`src/include/xlate_regs.svh`:
```
/*
  Register offsets, field positions and reset values of the translator control bank.
  Assumes a 32-bit Avalon-MM slave with byte addresses, one aligned word per register.
*/
`ifndef XLATE_REGS_SVH
`define XLATE_REGS_SVH

// byte offsets of the register words
`define SET0_OFS 5'h00
`define SET1_OFS 5'h04
`define CTRL_OFS 5'h08
`define STAT_OFS 5'h0c
`define EFF_OFS 5'h10

// configuration set word fields
`define SET_LOOP_LSB 0
`define SET_TYPE_BIT 8

// global control word fields
`define CTRL_MODE_LSB 0
`define CTRL_SEL_BIT 2
`define CTRL_SRC_BIT 3
`define CTRL_OEG_BIT 4
`define CTRL_RATE_LSB 5
`define CTRL_WIN_LSB 7
`define CTRL_DBL_BIT 9

// reset values: output gate open, sampler at crystal/4, window 2 us
`define CTRL_RST 32'h0000_0050
`define SET_LOOP_RST 7'h00
`define SET_TYPE_RST 1'b0

// status word fields
`define STAT_REF_BIT 0
`define STAT_XTAL_BIT 1
`define STAT_LOCK_BIT 2
`define STAT_FRZ_BIT 3

`endif

```
`src/include/xlate_pkg.sv`:
```
/*
  Types shared by the translator control bank and its helper modules.
  Assumes xlate_regs.svh is compiled alongside for offsets and fields.
*/
`default_nettype none

package xlate_pkg;

  // effective loop mode after folding the two high-bandwidth codes together
  typedef enum logic [1:0] {MODE_LOW_BW, MODE_SYNTH, MODE_HIGH_BW} pll_mode_t;

  // one configuration set: loop setting and output type
  typedef struct packed {
    logic [6:0] loop;
    logic q_type;
  } set_t;

  // state of the control bank outside the two configuration sets and the synchronisers
  typedef struct packed {
    logic wait_req;
    logic [31:0] rdata;
    logic [1:0] mode;
    logic cfg_sel;
    logic cfg_src;
    logic oe_gate;
    logic [1:0] rate;
    logic [1:0] window;
    logic dbl;
    pll_mode_t pll_mode;
    logic active_set;
    logic q_enable;
    logic q_type;
    logic [3:0] gain;
    logic [1:0] lower_pump;
    logic lower_on;
    logic [1:0] filter;
    logic mod_order;
    logic mod_enable;
    logic [1:0] upper_pump;
    logic upper_reduce;
  } ctrl_state_t;

endpackage

`default_nettype wire

```
`src/design/status_sync.sv`:
```
/*
  Two-flop synchroniser followed by an output register, W bits wide.
  Assumes raw inputs are asynchronous levels; output lags the input by three edges.
*/
`default_nettype none

module status_sync #(
  parameter int W = 4
) (
  // clock and reset
  input wire logic clk,
  input wire logic rstn,
  // levels
  input wire logic [W-1:0] raw,
  output logic [W-1:0] synced
);

  typedef struct packed {
    logic [W-1:0] s1;
    logic [W-1:0] s2;
    logic [W-1:0] o;
  } sync_t;

  sync_t st_reg;
  sync_t st_next;

  // first stage feeds only the second stage
  always_comb begin
    st_next = st_reg;
    st_next.s1 = raw;
    st_next.s2 = st_reg.s1;
    st_next.o = st_reg.s2;
  end

  always_ff @(posedge clk or negedge rstn) begin
    if (!rstn) begin
      st_reg <= '0;
    end else begin
      st_reg <= st_next;
    end
  end

  assign synced = st_reg.o;
endmodule

`default_nettype wire

```
`src/design/config_set.sv`:
```
/*
  Storage for one configuration set: loop setting and output type.
  Assumes the owner presents a full merged value with a one-cycle write strobe.
*/
`default_nettype none
`include "xlate_regs.svh"

module config_set (
  // clock and reset
  input wire logic clk,
  input wire logic rstn,
  // write side
  input wire logic we,
  input wire logic [6:0] loop_in,
  input wire logic type_in,
  // stored set
  output logic [6:0] loop,
  output logic q_type
);

  xlate_pkg::set_t st_reg;
  xlate_pkg::set_t st_next;

  // hold unless written
  always_comb begin
    st_next = st_reg;
    if (we) begin
      st_next.loop = loop_in;
      st_next.q_type = type_in;
    end
  end

  always_ff @(posedge clk or negedge rstn) begin
    if (!rstn) begin
      st_reg.loop <= `SET_LOOP_RST;
      st_reg.q_type <= `SET_TYPE_RST;
    end else begin
      st_reg <= st_next;
    end
  end

  assign loop = st_reg.loop;
  assign q_type = st_reg.q_type;

endmodule

`default_nettype wire

```
`src/design/xlate_ctrl.sv`:
```
/*
  Global control and status bank of a frequency-translator clock device, with the
  per-set loop settings, behind an Avalon-MM slave with waitrequest.
  Assumes analog status levels and the two control pins arrive asynchronously and
  that the loop, divider and output circuits consume the registered outputs.
*/
// Design decisions made here: the placing of the registers and the Avalon-MM register port.
//
// Function
// RQ1: mode 00 low-bandwidth, 01 synthesizer, 10 and 11 high-bandwidth.
// RQ2: source bit 0 takes active set from pin, 1 from register bit.
// RQ3: set-select bit picks set 0 or 1, ignored under pin control.
// RQ4: output enabled only when gate bit and enable pin are both high.
// RQ5: host writes zero into reserved bit positions.
// RQ6: low-bandwidth sampler rate is crystal divided by 16, 8, 4, 2.
// RQ7: edge window code selects 2, 4, 8 or 16 us; 00 recommended.
// RQ8: doubler bit doubles crystal frequency ahead of the phase detector.
// RQ9: reference fault flag reads 1 while input bad, mirrored on pin.
// RQ10: crystal fault flag reads 1 while crystal bad, mirrored on pin.
// RQ11: lock flag reads 1 when locked, mirrored on pin.
// RQ12: frozen flag reads 1 while oscillator frozen, mirrored on pin.
// RQ13: loop bits 6:3 are sampler gain in low-bandwidth, loop controls otherwise.
// RQ14: low-bandwidth loop bits 2:1 set lower pump; lower loop only there.
// RQ15: upper filter select applies outside low-bandwidth, else acts as 00.
// RQ16: modulator order bit selects second order at 0, third at 1.
// RQ17: modulator enable 0 keeps integer feedback, 1 enables fractional.
// RQ18: upper pump codes 00,01,10 valid; low-bandwidth acts as 00.
// RQ19: reduction bit cuts upper pump current by one third.
// RQ20: host programs pump 10, reduce 0, filter 11 for 4 MHz.
// RQ21: loop and output type exist per set; only active copy applies.
// RQ22: status flags are read-only; host writes leave them unchanged.
`default_nettype none
`include "xlate_regs.svh"

module xlate_ctrl (
  // clock and reset
  input wire logic clk,
  input wire logic rstn,
  // avalon-mm slave
  input wire logic [4:0] address,
  input wire logic read,
  input wire logic write,
  input wire logic [31:0] writedata,
  input wire logic [3:0] byteenable,
  output logic [31:0] readdata,
  output logic waitrequest,
  // device pins, asynchronous
  input wire logic config_pin,
  input wire logic oe_pin,
  // analog status levels, asynchronous
  input wire logic ref_bad_in,
  input wire logic crystal_bad_in,
  input wire logic locked_in,
  input wire logic frozen_in,
  // status pins
  output logic ref_fault_pin,
  output logic crystal_fault_pin,
  output logic pll_locked_pin,
  output logic frozen_tracking_pin,
  // global settings to the analog core
  output xlate_pkg::pll_mode_t pll_mode,
  output logic [1:0] sampler_rate,
  output logic [1:0] edge_window_width,
  output logic crystal_doubler,
  // active configuration set
  output logic active_set,
  output logic q_enable,
  output logic q_type,
  // decoded loop setting
  output logic [3:0] sampler_gain,
  output logic [1:0] lower_pump_current,
  output logic lower_loop_on,
  output logic [1:0] upper_loop_filter_sel,
  output logic modulator_order,
  output logic modulator_enable,
  output logic [1:0] upper_pump_current,
  output logic upper_pump_reduce
);

  xlate_pkg::ctrl_state_t st_reg;
  xlate_pkg::ctrl_state_t st_next;

  logic [3:0] flags;
  logic [1:0] pins_s;
  logic [6:0] loop0;
  logic [6:0] loop1;
  logic type0;
  logic type1;
  logic we0;
  logic we1;
  logic [31:0] set_merged;
  logic bus_hit;
  logic commit;
  logic sel;
  logic [6:0] loop_act;
  logic [31:0] ctrl_word;
  logic [31:0] rd_mux;

  // merge write data into an old word under byte enables
  function automatic logic [31:0] merge(input logic [31:0] old, input logic [31:0] wd,
                                        input logic [3:0] be);
    logic [31:0] m;
    m = '0;
    for (int i = 0; i < 4; i++) begin
      m[i*8 +: 8] = {8{be[i]}};
    end
    return (old & ~m) | (wd & m);
  endfunction

  // status flags pass a synchroniser; the pins are its flopped outputs
  status_sync #(
    .W(4)
  ) u_stat (
    .clk(clk),
    .rstn(rstn),
    .raw({frozen_in, locked_in, crystal_bad_in, ref_bad_in}),
    .synced(flags)
  );

  // config and enable pins are asynchronous too
  status_sync #(
    .W(2)
  ) u_pins (
    .clk(clk),
    .rstn(rstn),
    .raw({oe_pin, config_pin}),
    .synced(pins_s)
  );

  // the two configuration sets
  config_set u_set0 (
    .clk(clk),
    .rstn(rstn),
    .we(we0),
    .loop_in(set_merged[`SET_LOOP_LSB +: 7]),
    .type_in(set_merged[`SET_TYPE_BIT]),
    .loop(loop0),
    .q_type(type0)
  );

  config_set u_set1 (
    .clk(clk),
    .rstn(rstn),
    .we(we1),
    .loop_in(set_merged[`SET_LOOP_LSB +: 7]),
    .type_in(set_merged[`SET_TYPE_BIT]),
    .loop(loop1),
    .q_type(type1)
  );

  // bus timing: request seen with waitrequest high, answered one cycle later
  assign bus_hit = (read | write) & st_reg.wait_req;
  assign commit = write & ~st_reg.wait_req;

  // active set follows the pin unless register control is chosen
  assign sel = st_reg.cfg_src ? st_reg.cfg_sel : pins_s[0]; // RQ2 RQ3
  assign loop_act = sel ? loop1 : loop0; // RQ21

  // current control word, reserved positions read as zero
  always_comb begin
    ctrl_word = '0;
    ctrl_word[`CTRL_MODE_LSB +: 2] = st_reg.mode;
    ctrl_word[`CTRL_SEL_BIT] = st_reg.cfg_sel;
    ctrl_word[`CTRL_SRC_BIT] = st_reg.cfg_src;
    ctrl_word[`CTRL_OEG_BIT] = st_reg.oe_gate;
    ctrl_word[`CTRL_RATE_LSB +: 2] = st_reg.rate;
    ctrl_word[`CTRL_WIN_LSB +: 2] = st_reg.window;
    ctrl_word[`CTRL_DBL_BIT] = st_reg.dbl;
  end

  // read mux; unmapped offsets read zero
  always_comb begin
    rd_mux = '0;
    unique case (address)
      `SET0_OFS: rd_mux = {23'h0, type0, 1'b0, loop0};
      `SET1_OFS: rd_mux = {23'h0, type1, 1'b0, loop1};
      `CTRL_OFS: rd_mux = ctrl_word;
      `STAT_OFS: rd_mux = {28'h0, flags}; // RQ9 RQ10 RQ11 RQ12
      `EFF_OFS: rd_mux = {28'h0, st_reg.q_enable, st_reg.active_set, st_reg.pll_mode};
      default: rd_mux = '0;
    endcase
  end

  // set writes merge into the addressed set's present word
  assign we0 = commit & (address == `SET0_OFS);
  assign we1 = commit & (address == `SET1_OFS);
  assign set_merged = merge(address == `SET1_OFS ? {23'h0, type1, 1'b0, loop1}
                                                 : {23'h0, type0, 1'b0, loop0},
                            writedata, byteenable);

  // next state: bus answer, control writes and decoded outputs
  always_comb begin
    logic [31:0] cw;
    cw = merge(ctrl_word, writedata, byteenable);
    st_next = st_reg;
    st_next.wait_req = ~bus_hit;
    if (bus_hit && read) begin
      st_next.rdata = rd_mux;
    end
    // status offset has no storage, so writes there fall away
    if (commit && address == `CTRL_OFS) begin // RQ22
      st_next.mode = cw[`CTRL_MODE_LSB +: 2];
      st_next.cfg_sel = cw[`CTRL_SEL_BIT];
      st_next.cfg_src = cw[`CTRL_SRC_BIT];
      st_next.oe_gate = cw[`CTRL_OEG_BIT];
      st_next.rate = cw[`CTRL_RATE_LSB +: 2]; // RQ6
      st_next.window = cw[`CTRL_WIN_LSB +: 2]; // RQ7
      st_next.dbl = cw[`CTRL_DBL_BIT]; // RQ8
    end
    unique case (st_reg.mode)
      2'b00: st_next.pll_mode = xlate_pkg::MODE_LOW_BW; // RQ1
      2'b01: st_next.pll_mode = xlate_pkg::MODE_SYNTH;
      2'b10, 2'b11: st_next.pll_mode = xlate_pkg::MODE_HIGH_BW;
    endcase
    st_next.active_set = sel;
    st_next.q_type = sel ? type1 : type0; // RQ21
    st_next.q_enable = st_reg.oe_gate & pins_s[1]; // RQ4
    st_next.upper_reduce = loop_act[0]; // RQ19
    // the same seven bits mean different things per mode
    if (st_reg.mode == 2'b00) begin
      st_next.gain = loop_act[6:3]; // RQ13
      st_next.lower_pump = loop_act[2:1]; // RQ14
      st_next.lower_on = 1'b1;
      st_next.filter = 2'b00; // RQ15
      st_next.mod_order = 1'b0;
      st_next.mod_enable = 1'b0;
      st_next.upper_pump = 2'b00; // RQ18
    end else begin
      st_next.gain = 4'h0;
      st_next.lower_pump = 2'b00;
      st_next.lower_on = 1'b0; // RQ14
      st_next.filter = loop_act[6:5]; // RQ15
      st_next.mod_order = loop_act[4]; // RQ16
      st_next.mod_enable = loop_act[3]; // RQ17
      st_next.upper_pump = loop_act[2:1]; // RQ18
    end
  end

  always_ff @(posedge clk or negedge rstn) begin
    if (!rstn) begin
      st_reg <= '0;
      st_reg.wait_req <= 1'b1;
      st_reg.pll_mode <= xlate_pkg::MODE_LOW_BW;
      st_reg.oe_gate <= 1'(`CTRL_RST >> `CTRL_OEG_BIT);
      st_reg.rate <= 2'(`CTRL_RST >> `CTRL_RATE_LSB);
      st_reg.lower_on <= 1'b1;
    end else begin
      st_reg <= st_next;
    end
  end

  // every output is a flop of the state or of a helper's flop
  assign readdata = st_reg.rdata;
  assign waitrequest = st_reg.wait_req;
  assign ref_fault_pin = flags[`STAT_REF_BIT]; // RQ9
  assign crystal_fault_pin = flags[`STAT_XTAL_BIT]; // RQ10
  assign pll_locked_pin = flags[`STAT_LOCK_BIT]; // RQ11
  assign frozen_tracking_pin = flags[`STAT_FRZ_BIT]; // RQ12
  assign pll_mode = st_reg.pll_mode;
  assign sampler_rate = st_reg.rate;
  assign edge_window_width = st_reg.window;
  assign crystal_doubler = st_reg.dbl;
  assign active_set = st_reg.active_set;
  assign q_enable = st_reg.q_enable;
  assign q_type = st_reg.q_type;
  assign sampler_gain = st_reg.gain;
  assign lower_pump_current = st_reg.lower_pump;
  assign lower_loop_on = st_reg.lower_on;
  assign upper_loop_filter_sel = st_reg.filter;
  assign modulator_order = st_reg.mod_order;
  assign modulator_enable = st_reg.mod_enable;
  assign upper_pump_current = st_reg.upper_pump;
  assign upper_pump_reduce = st_reg.upper_reduce;
endmodule

`default_nettype wire

```
`config.mk`:
```
export PLATFORM = sky130hd
export DESIGN_NAME = xlate_ctrl
export DESIGN_NICKNAME = d
export VERILOG_FILES = /design/src/include/xlate_pkg.sv /design/src/design/status_sync.sv /design/src/design/config_set.sv /design/src/design/xlate_ctrl.sv
export VERILOG_INCLUDE_DIRS = /design/src /design/src/include
export SDC_FILE = /design/constraint.sdc
export NUM_CORES = 1
export LEC_CHECK = 0
export BUFFER_PORTS_ARGS = -buffer_cell sky130_fd_sc_hd__buf_2
export CORE_UTILIZATION = 45
export DETAILED_ROUTE_END_ITERATION = 12
export GPL_TIMING_DRIVEN = 0
export HOLD_SLACK_MARGIN = 0.12
export PLACE_DENSITY = 0.74
export SYNTH_ARGS = -nofsm -noshare
export SYNTH_HDL_FRONTEND = slang
export SYNTH_SLANG_ARGS = --single-unit
export TNS_END_PERCENT = 30
```
`constraint.sdc`:
```
create_clock -name clk -period 3.15 [get_ports clk]
set_clock_uncertainty 0.15 [all_clocks]
set_input_delay 0 -clock clk [delete_from_list [all_inputs] [get_ports clk]]
set_output_delay 0 -clock clk [all_outputs]
set_load 0.02 [all_outputs]
```
# ---- After elaboration in Yosys (flattened, before gate mapping)
# Cells that the tools add are included.
dict set report word_totals {
  reg_bits 96
}
dict set report op_classes {
  n_bitwise 14
  eq_ne 7
  muxes 7
  n_reduce_logical 5
}
# cell n
set ops {}
lappend ops {{one-hot mux 10 bit (5 select lines)} 1}
lappend ops {{bitwise AND 10 bit} 2}
lappend ops {{2-to-1 mux 13 bit} 1}
lappend ops {{equality test 5 x 4 -> 1 bit (second input constant)} 2}
lappend ops {{NOT 10 bit} 1}
lappend ops {{bitwise OR 10 bit} 1}
lappend ops {{bitwise AND 9 bit} 1}
lappend ops {{2-to-1 mux 9 bit} 1}
lappend ops {{bitwise OR 9 bit} 1}
lappend ops {{2-to-1 mux 7 bit} 1}
lappend ops {{one-hot mux 2 bit (3 select lines)} 1}
lappend ops {{bitwise AND 1 bit} 5}
lappend ops {{equality test 5 x 3 -> 1 bit (second input constant)} 1}
lappend ops {{equality test 5 bit (second input constant)} 1}
lappend ops {{logical NOT 5 bit} 1}
lappend ops {{equality test 2 bit (second input constant)} 2}
lappend ops {{equality test 2 x 1 -> 1 bit (second input constant)} 1}
lappend ops {{logical AND 1 bit} 2}
lappend ops {{logical NOT 2 bit} 1}
lappend ops {{2-to-1 mux 1 bit} 2}
lappend ops {{NOT 1 bit} 2}
lappend ops {{OR reduction 2 bit} 1}
lappend ops {{bitwise OR 1 bit} 1}

# ---- Longest topological paths before layout
# Gate-level depths: netlist of the first run.
dict set report depth {
  word_depth 4
  mapped_depth 5
}

# ---- Hierarchy
# From an unflattened synthesis of the first run, not the netlist that was laid out.
dict set report hier_totals {
  hier_cells 259
  hier_area_um2 3315.7
}
# module n_inst seq_area_each_um2 cells_each area_per_inst_um2
set modules_own_cells {}
lappend modules_own_cells {xlate_ctrl 1 1006.0 207 2202.1}
lappend modules_own_cells {config_set 2 200.2 17 331.6}
lappend modules_own_cells {{status_sync (u_stat)} 1 300.3 12 300.3}
lappend modules_own_cells {{status_sync (u_pins)} 1 150.1 6 150.1}

# ---- Worst setup path after synthesis of the first run
# No wires, ideal clock.
dict set report synth_path {
  path_kind {reg-to-reg}
  startpoint {register st_reg, in the netlist waitrequest}
  endpoint {register u_set1.loop[0] (netlist name)}
  arrival_time_ps 1429
  period_less_slack_ps 1704
  stages_incl_launch_ff 5
  setup_time_ps 125
  slack_ps 1446
  path_cell_list {dfstp_2 -> and3b_1 -> and4b_1 -> buf_2 -> mux2_2}
}
dict set report synth_between {
  elab_chain_cells 3
}
# element line_no
set synth_lines {}
lappend synth_lines {{start: declaration} xlate_ctrl.sv:80} ;# xlate_pkg::ctrl_state_t st_reg;
lappend synth_lines {{start signal: assignment} xlate_ctrl.sv:248} ;# st_reg <= st_next;
lappend synth_lines {{NOT 1 bit} xlate_ctrl.sv:153} ;# assign commit = write & ~st_reg.wait_req;
lappend synth_lines {{bitwise AND 1 bit} xlate_ctrl.sv:153}
lappend synth_lines {{bitwise AND 1 bit} xlate_ctrl.sv:186} ;# assign we1 = commit & (address == `SET1_OFS);
# No other way between the ends.
# A chain may end at the register's enable or synchronous reset.

==> impl_metrics.py, run 1 <==
metrics = {
    "min_path": {
        "timing.hold.worst_path_depth": 2,
        "whs_endpoint": "u_stat.st_next[7]",
        "type_of_the_worst_min_delay_path": "in2reg",
        "worst_hold_startpoint": "frozen_in",
    },
    "synth": {
        "ys_async_sr_fraction_pct": 100,
        "yosys.area_share.adder_pct": 0,
        "postSynthCellCount": 216,
        "synth.mux.area_fraction_pct": 17.1,
        "post_synth_simple_gate_area_pct": 7.88,
        "synth-edff-count": 0,
        "synth-seq-area-share_pct": 61.2,
        "dominant_combinational_cell_family_by_area_after_synthesis": "multiplexers",
        "synth_top_cells_by_count": "70 x dfrtp_1, 31 x mux2_2, 26 x buf_4",
        "synth-compound-area-share_pct": 5.61,
        "synth-seq-cells": 74,
        "synth_area_leaders": "dfrtp_1 58%, mux2_2 12%, buf_4 6.4%",
        "synth_most_common_cell": "dfrtp_1",
        "yosysTopAreaCell": "dfrtp_1",
        "synth_top_cell_area_share_pct": 57.7,
        "post_synth_instance_area_um2": 3030,
        "synth-xor-area-share_pct": 0,
        "synthesis.yosys.warnings": 0,
        "post_synth.cell_area_avg_um2": 14.0,
        "ys_types": 34,
        "ys_dominant_reg_cell": "dfrtp_1",
    },
    "layout": {
        "design.final.nets": 396,
        "flow.area_growth_from_synthesis_pct": 34.1,
        "antennaDiodeCount": 0,
        "proportion_of_layout_cells_with_a_drive_suffix_above_1_pct": 43.1,
    },
    "grt": {
        "overflow": 0,
        "first_global_vias": 2156,
        "grt_util_met2_pct": 32.0,
        "gr-max-usage-layer": "met2",
        "grt_usage_pct": 19.4,
        "first_pass_grt_wire_length_um": 10400,
        "number_of_antenna_violations_at_the_first_check_in_global_routing": 0,
        "grt_start_max_net_pins": 75,
        "use_met3_pct": 5.24,
        "grtUsageMet1_pct": 23.8,
    },
    "status": {
        "status": "finished with violations",
        "failing_checks": "design-rule violations",
    },
    "power": {
        "power_w": 0.00211,
        "power.density_nw_per_um2": 518,
        "max-vdd-ir-drop_mv": 0.205,
        "cellLeakagePower_nw": 2.16,
    },
    "die": {
        "core_region_area_um2": 6420,
        "area_enclosed_by_the_die_boundary_um2": 7080,
        "chipHeight_um": 84.1,
        "floorplan.initialDensity_pct": 47.2,
        "top_level_port_count": 112,
        "die_width_um": 84.1,
        "placement_rows": 29,
    },
    "placement": {
        "placer_congestion_estimate": 0.793,
        "number_of_input_and_output_port_buffers_inserted": 64,
        "placement.setup.worst_slack_ns": 1.29,
        "place_hpwl_um": 4140,
    },
    "timing": {
        "report.final.slew_viol_count": 0,
        "min_period_over_period_pct": 88.1,
        "max_freq_mhz": 360,
        "finalSetupViolations": 0,
        "report.final.hold_viol_count": 0,
        "tightestPinTransition_ns": 0.903,
        "finalWorstPathRequiredPeriod_ns": 2.77,
        "post-route-worst-setup-slack_ns": 0.376,
        "final.setup.tns_ns": 0,
        "worst_slew_margin_relative_to_its_limit_pct": 39.8,
        "rsz_0062_raised_after_global_routing": "no",
    },
    "drt": {
        "antenna_violating_nets_post_route": 0,
        "detailedRoute.firstIterationViolations": 76,
        "vias": 2090,
        "drt_pass1_iterations": 8,
        "vias_per_cell": 4.89,
        "postRouteWirelength_um": 6330,
        "wl_per_cell_um": 14.8,
        "drcViolationCount": 14,
    },
    "cts": {
        "post_cts_resize_count": 0,
        "cts_post_setup_buffers_inserted": 0,
        "max-clock-path-buffers": 2,
        "worst_skew_pair_later_pin_latency_ns": 0.34,
        "cts_tree": "built",
        "clockRootBuffer": "clkbuf_8",
        "htreeDepth": 3,
        "clk_transition_reported_paths_ns": 0.08,
        "tritoncts.num_buffers": 9,
        "clock-sinks": 74,
    },
    "critical_path": {
        "worstRegToRegCells": 4,
        "r2r_start": "waitrequest",
        "worst_ep_arrival_time_ns": 2.85,
        "path_max_fanout": 8,
        "worstSetupStartpoint": "address[2]",
        "cp-end-kind": "register",
        "setup.reg_to_reg.worst_slack_ns": 0.97,
        "worstPathRequired_ns": 3.22,
        "worst_setup_path_start_kind": "primary input",
        "worstSetupPathType": "in2reg",
    },
    "run": {
        "count_of_maximum_capacitance_violations": 0,
    },
}
-- layout by cell type (no fill, tap or decap), types with 2 or more instances in the layout --
cell type | Yosys | layout
o21ai_0 | 2 | 2
o2bb2ai_1 | 4 | 4
clkbuf_1 | 3 | 3
dfstp_2 | 4 | 4
and3b_1 | 2 | 2
mux2_2 | 31 | 31
buf_2 | 2 | 65
inv_6 | 0 | 3
nand3_1 | 3 | 3
inv_1 | 2 | 2
nor2b_1 | 2 | 2
nand2_1 | 6 | 6
mux2i_1 | 14 | 14
nor2_1 | 13 | 13
a32oi_1 | 4 | 4
conb_1 | 1 | 22
dfrtp_1 | 70 | 70
buf_4 | 26 | 27
and2_1 | 3 | 3
dlygate4sd3_1 | 0 | 33
o221ai_1 | 4 | 4
buf_6 | 2 | 2
clkbuf_8 | 0 | 10
a22o_1 | 4 | 4
a32o_1 | 2 | 2
-- report_power, final --
group,switching [W],internal [W],leakage [nW]
clock,0.000355,0.000396,0.108
combinational,0.000168,0.000141,1.09
sequential,0.0000357,0.00101,0.965
total,0.000559,0.00155,2.16
-- timing repair --
| item | 4_1_cts | 5_1_grt |
|---|---|---|
| hold endpoints to repair | 117 | 0 |
| hold buffers | 33 | 0 |
| setup endpoints to repair | 0 | 0 |
-- worst max-delay path by stage --
| stage | slack [ns] | end | cells past startpoint |
|---|---|---|---|
| final | 0.38 | register | 7 |
| after global routing | 0.25 | register | 7 |
| after CTS | 0.42 | register | 7 |
| after detailed placement | 1.29 | sampler_gain[3] | 3 |
| after global placement | 1.27 | sampler_gain[3] | 3 |
| after floorplan | 1.45 | u_set1.loop[0] | 4 |
-- final cells by class --
| class | count | area, um^2 |
|---|---|---|
| buffer | 33 | 239 |
| inverter | 2 | 7.51 |
| tap | 77 | 96.3 |
| fill | 476 | 2350 |
| clock inverter | 6 | 70.1 |
| timing repair buffer | 97 | 653 |
| clock buffer | 10 | 138 |
| multi-input combinational | 128 | 1010 |
| sequential | 74 | 1860 |
-- layer usage --
| metal | share of wire, % | routed length, um |
|---|---|---|
| met1 | 43 | 2740 |
| met4 | 1.5 | 97 |
| met2 | 48 | 3050 |
| met5 | 0 | 0 |
| met3 | 7.1 | 450 |
-- critical path, cell delays in order --
cell and delay [ns]:
dlygate4sd3_1 0.53, buf_2 0.16, nor4_4 0.31, dlygate4sd3_1 0.75, nand3_4 0.20, mux2_4 0.33
dlygate4sd3_1 0.56
-- cell families after synthesis --
logic type,after synthesis
multiplexers,47
flip-flops,74
buffers and inverters,35
AND/OR/NAND/NOR,39
other,1
AO/OA/AOI/OAI,20
-- per-stage QoR --
step / util (%) / instance area, um^2 / instances / hold WS [ns]
floorplan: - / 3110 / 237 / -0.446
detailed placement: 55.0 / 3530 / 378 / -0.0406
global route: 63.4 / 4070 / 427 / 0.125
CTS: 63.4 / 4070 / 427 / 0.121
finish: 63.4 / 4070 / 427 / 0.140
global placement: 55.0 / 3530 / 378 / -0.0422
Note: power is estimated with default switching activity, not from simulation.
==> inputs of run 2 (changes only) <==
GPL_TIMING_DRIVEN = default   (was 0)
SKIP_LAST_GASP = 1   (was default)
==> impl_metrics.py, run 2 (synthesized netlist as in run 1, its figures left out) <==
metrics = {
    "drt": {
        "detailedRoute.firstIterationViolations": 109,
        "vias": 2078,
        "vias_per_cell": 5.20,
        "postRouteWirelength_um": 6550,
        "drt_pass1_iterations": 8,
        "antenna_violating_nets_post_route": 0,
        "wl_per_cell_um": 16.4,
        "drcViolationCount": 15,
    },
    "die": {
        "core_region_area_um2": 6420,
        "floorplan.initialDensity_pct": 47.2,
        "area_enclosed_by_the_die_boundary_um2": 7080,
        "die_width_um": 84.1,
        "placement_rows": 29,
        "top_level_port_count": 112,
        "chipHeight_um": 84.1,
    },
    "timing": {
        "finalWorstPathRequiredPeriod_ns": 2.94,
        "final.setup.tns_ns": 0,
        "tightestPinTransition_ns": 0.808,
        "report.final.slew_viol_count": 0,
        "min_period_over_period_pct": 93.4,
        "report.final.hold_viol_count": 0,
        "worst_slew_margin_relative_to_its_limit_pct": 45.1,
        "max_freq_mhz": 340,
        "rsz_0062_raised_after_global_routing": "no",
        "finalSetupViolations": 0,
    },
    "layout": {
        "flow.area_growth_from_synthesis_pct": 27.7,
        "n_fill_cell": 486,
        "area_taken_by_flip_flops_and_latches_um2": 1860,
        "design.final.nets": 369,
        "antennaDiodeCount": 0,
        "layout.core_utilization_pct": 60.3,
        "proportion_of_layout_cells_with_a_drive_suffix_above_1_pct": 38.4,
        "final_cell_mix": "70 x dfrtp_1, 65 x buf_2, 35 x dlygate4sd3_1",
        "final_common_cell": "dfrtp_1",
        "multi_input_gate_area_um2": 1010,
    },
    "min_path": {
        "worst_hold_startpoint": "frozen_in",
        "type_of_the_worst_min_delay_path": "in2reg",
    },
    "critical_path": {
        "worstSetupPathType": "in2reg",
        "cp-end-kind": "register",
        "worstSetupStartpoint": "address[2]",
        "worst_setup_path_start_kind": "primary input",
        "r2r_start": "waitrequest",
        "cp_num_buf_inv": 4,
        "critical_path.top_delay_family": "buffers and inverters",
        "critPathSlowestCell": "dlygate4sd3_1",
        "path_max_fanout": 12,
        "largest_stage_delay_on_the_critical_path_ns": 0.76,
        "path_cells": "dlygate4sd3_1 > buf_2 > nor4_4 > dlygate4sd3_1 > nand3_4 > mux2_4 > dlygate4sd3_1",
        "timing.critical_path.mode_cell": "dlygate4sd3_1",
        "worstPathRequired_ns": 3.22,
        "worst_ep_arrival_time_ns": 3.01,
    },
    "cts": {
        "clock-sinks": 74,
        "max-clock-path-buffers": 2,
        "tritoncts.num_buffers": 9,
        "clockRootBuffer": "clkbuf_8",
        "cts_post_setup_buffers_inserted": 0,
        "worst_skew_pair_later_pin_latency_ns": 0.34,
        "cts_tree": "built",
        "clk_transition_reported_paths_ns": 0.08,
        "htreeDepth": 3,
    },
    "placement": {
        "place_hpwl_um": 4100,
        "placer_congestion_estimate": 0.744,
        "number_of_input_and_output_port_buffers_inserted": 65,
    },
    "grt": {
        "use_met3_pct": 4.95,
        "gr-max-usage-layer": "met2",
        "first_global_vias": 2153,
        "grt_usage_pct": 20.3,
        "grt_util_met2_pct": 31.4,
        "first_pass_grt_wire_length_um": 10800,
        "grtUsageMet1_pct": 27.0,
        "overflow": 0,
        "grt_start_max_net_pins": 26,
        "number_of_antenna_violations_at_the_first_check_in_global_routing": 0,
    },
    "status": {
        "status": "finished with violations",
        "failing_checks": "design-rule violations",
    },
    "power": {
        "power.density_nw_per_um2": 529,
        "max-vdd-ir-drop_mv": 0.203,
        "cellLeakagePower_nw": 2.01,
    },
    "run": {
        "count_of_maximum_capacitance_violations": 0,
    },
}
[run 2: cell count changes in the layout (fill, tap and decap cells not counted)]
cell,previous run,this run
clkbuf_8,10,9
dlygate4sd3_1,33,35
buf_6,2,0
clkinvlp_4,0,1
clkbuf_1,3,1
buf_12,0,1
inv_6,3,1
clkinv_2,1,2
buf_4,27,2
[run 2: what timing repair did]
item,in CTS,in global routing
resized for setup,0,0
hold buffers,36,0
hold endpoints to repair,114,0
[run 2: power breakdown]
group	switching, W	internal (W)	total, W
clock	0.000350	0.000367	0.000717
combinational	0.000165	0.000117	0.000282
sequential	0.0000356	0.00101	0.00105
[run 2: final timing paths]
path,to,slack [ns],depth (start not counted)
worst min-delay path,u_stat.st_next[7],0.15,2
worst min register to register,u_stat.st_next[0],0.20,0
worst max register to register,readdata[1],0.77,4
max in group asynchronous,lower_loop_on,1.80,4
worst max-delay path,register,0.21,7
min in group asynchronous,asynchronous set/reset pin,0.66,3
[run 2: final cells by class]
class / instances / area share [%]
well taps: 77 / 2.49
repair buffers: 103 / 18.3
clock buffers: 10 / 3.29
multi-input cells: 128 / 26.1
inverters: 2 / 0.194
flip-flops and latches: 74 / 47.9
clock inverters: 6 / 1.68
[run 2: metrics by stage]
stage / power (W) / area, um^2 / instances / worst slack (ns) / hold slack (ns)
floorplan: 0.00124 / 3110 / 237 / 1.45 / -0.446
global placement: 0.00130 / 3310 / 348 / 1.27 / -0.103
detailed placement: 0.00131 / 3310 / 348 / 1.27 / -0.0932
CTS: 0.00206 / 3870 / 400 / 0.267 / 0.133
global route: 0.00214 / 3870 / 400 / 0.0943 / 0.134
finish: 0.00205 / 3870 / 400 / 0.209 / 0.148
[run 2: layer usage]
layer / wire length [um] / up-vias
li1: - / 929
met1: 2850 / 1042
met2: 3160 / 98
met3: 426 / 9
met4: 107 / 0
met5: 0 / -
==> inputs of run 3 (changes only) <==
ABC_AREA = 1   (was default)
PLACE_DENSITY = 0.73   (was 0.74)
==> impl_metrics.py, run 3 <==
metrics = {
    "status": {
        "status": "completed",
    },
    "cts": {
        "worst_skew_pair_later_pin_latency_ns": 0.35,
        "cts_tree": "built",
        "clk_transition_reported_paths_ns": 0.07,
        "htreeDepth": 3,
        "clock-sinks": 74,
        "clockRootBuffer": "clkbuf_8",
        "tritoncts.num_buffers": 9,
        "cts_post_setup_buffers_inserted": 0,
        "holdBufCountCts": 46,
        "max-clock-path-buffers": 2,
        "post_cts_resize_count": 0,
    },
    "grt": {
        "number_of_antenna_violations_at_the_first_check_in_global_routing": 0,
        "grt_start_max_net_pins": 75,
        "overflow": 0,
        "first_pass_grt_wire_length_um": 12400,
        "first_global_vias": 2673,
        "grt_usage_pct": 21.8,
    },
    "drt": {
        "detailedRoute.firstIterationViolations": 247,
        "drcViolationCount": 0,
        "vias_per_cell": 4.94,
        "wl_per_cell_um": 13.9,
        "postRouteWirelength_um": 7730,
        "vias": 2750,
        "drt_pass1_iterations": 4,
        "antenna_violating_nets_post_route": 0,
    },
    "layout": {
        "flow.area_growth_from_synthesis_pct": 30.2,
        "design.final.nets": 507,
        "final_common_cell": "nand2_1",
        "antennaDiodeCount": 0,
        "n_fill_cell": 582,
        "final_cell_mix": "85 x nand2_1, 70 x dfrtp_1, 65 x buf_2",
        "proportion_of_layout_cells_with_a_drive_suffix_above_1_pct": 24.1,
        "layout.core_utilization_pct": 61.7,
    },
    "die": {
        "area_enclosed_by_the_die_boundary_um2": 7660,
        "placement_rows": 30,
        "core_region_area_um2": 6940,
        "floorplan.initialDensity_pct": 47.4,
        "chipHeight_um": 87.5,
        "die_width_um": 87.5,
        "top_level_port_count": 112,
    },
    "timing": {
        "tightestPinTransition_ns": 0.921,
        "final.setup.tns_ns": 0,
        "max_freq_mhz": 358,
        "fin_worst_hold_slack_ns": 0.130,
        "finalSetupViolations": 0,
        "worst_slew_margin_relative_to_its_limit_pct": 38.6,
        "report.final.hold_viol_count": 0,
        "report.final.slew_viol_count": 0,
        "finalWorstPathRequiredPeriod_ns": 2.79,
        "min_period_over_period_pct": 88.6,
        "rsz_0062_raised_after_global_routing": "no",
    },
    "synth": {
        "synth_most_common_cell": "nand2_1",
        "synthesis.yosys.warnings": 0,
        "synth-seq-area-share_pct": 56.4,
        "synth-seq-cells": 74,
        "dominant_combinational_cell_family_by_area_after_synthesis": "simple AND/OR/NAND/NOR gates",
        "ys_dominant_reg_cell": "dfrtp_1",
        "synth_area_leaders": "dfrtp_1 53%, nand2_1 9.7%, buf_4 6.2%",
        "synth_top_cell_area_share_pct": 53.2,
        "yosys.area_share.adder_pct": 0,
        "ys_async_sr_fraction_pct": 100,
        "post_synth.cell_area_avg_um2": 9.46,
        "synth-compound-area-share_pct": 4.83,
        "ys_types": 30,
        "synth.mux.area_fraction_pct": 0.342,
        "synth_top_cells_by_count": "85 x nand2_1, 70 x dfrtp_1, 36 x nand3_1",
        "post_synth_instance_area_um2": 3290,
        "synth-xor-area-share_pct": 0,
        "yosysTopAreaCell": "dfrtp_1",
        "synth-edff-count": 0,
        "post_synth_simple_gate_area_pct": 26.9,
        "postSynthCellCount": 348,
    },
    "power": {
        "internal-power_w": 0.00181,
        "cellLeakagePower_nw": 2.24,
        "sw_frac_of_total_pct": 28.3,
        "power_frac_comb_pct": 18.0,
        "power_w": 0.00252,
        "max-vdd-ir-drop_mv": 0.286,
        "net-switching-power_w": 0.000715,
        "share_seq_of_total_power_pct": 45.4,
        "pwr-share-clk_pct": 36.6,
        "power.density_nw_per_um2": 588,
    },
    "placement": {
        "place_hpwl_um": 4930,
        "number_of_input_and_output_port_buffers_inserted": 65,
        "placer_congestion_estimate": 0.839,
    },
    "critical_path": {
        "worst_ep_arrival_time_ns": 2.87,
        "cp-end-kind": "register",
        "worstPathRequired_ns": 3.23,
        "worst_setup_path_start_kind": "primary input",
        "path_max_fanout": 15,
        "worstSetupPathType": "in2reg",
    },
    "run": {
        "count_of_maximum_capacitance_violations": 0,
    },
    "min_path": {
        "type_of_the_worst_min_delay_path": "in2reg",
    },
}
-- run 3: metal layers --
layer	global-route usage (%)	vias up	routed length, um
met5	0	-	0
met4	11.0	0	241
met3	5.28	25	445
met2	36.2	116	3910
met1	26.7	1307	3140
li1	-	1302	-
-- run 3: final timing paths --
| check | start | endpoint | slack [ns] | cells after the start |
|---|---|---|---|---|
| max | address[2] | register | 0.36 | 11 |
| max reg2reg | waitrequest | register | 0.62 | 7 |
| min | oe_pin | u_pins.st_next[3] | 0.13 | 2 |
| min in group asynchronous | rstn | upper_pump_current[0] | 0.25 | 3 |
| min reg2reg | u_stat.st_next[3] | u_stat.synced[3] | 0.19 | 0 |
| max in group asynchronous | rstn | u_stat.st_next[4] | 2.00 | 3 |
-- run 3: cell type report --
class                           count  area, um^2  area share, %
Inverter                           29         115           2.69
Timing Repair Buffer              113         801           18.7
Tap cell                           96         120           2.80
Clock inverter                      4        97.6           2.28
Clock buffer                       12         155           3.62
Sequential cell                    74        1860           43.3
Multi-Input combinational cell    229        1140           26.6
-- run 3: critical path: stages --
cell	delay, ns
dlygate4sd3_1	0.52
buf_2	0.35
inv_1	0.18
nand3_2	0.12
clkinv_2	0.16
nand3_4	0.18
clkinv_4	0.12
nand2_1	0.07
dlygate4sd3_1	0.54
nand2_1	0.05
dlygate4sd3_1	0.57
-- run 3: per-stage QoR --
stage                     instances  instance area, um^2  setup WS [ns]
final                           557                 4290          0.358
after global routing            557                 4290          0.239
after CTS                       557                 4290          0.433
after detailed placement        495                 3570           1.35
after global placement          495                 3570           1.42
after floorplan                 369                 3370           1.64
-- run 3: logic make-up after synthesis --
kind of cell,count (synthesis)
simple gates,177
other cells,1
flops,74
compound gates,29
mux,1
buf+inv,66
-- run 3: power groups by stage --
stage | Sequential [W] | Combinational (W) | Clock, W
floorplan | 0.00123 | 0.000216 | 0
global placement | 0.00116 | 0.000401 | 0
detailed placement | 0.00116 | 0.000410 | 0
CTS | 0.00114 | 0.000453 | 0.000934
global route | 0.00116 | 0.000501 | 0.000977
finish | 0.00114 | 0.000454 | 0.000923
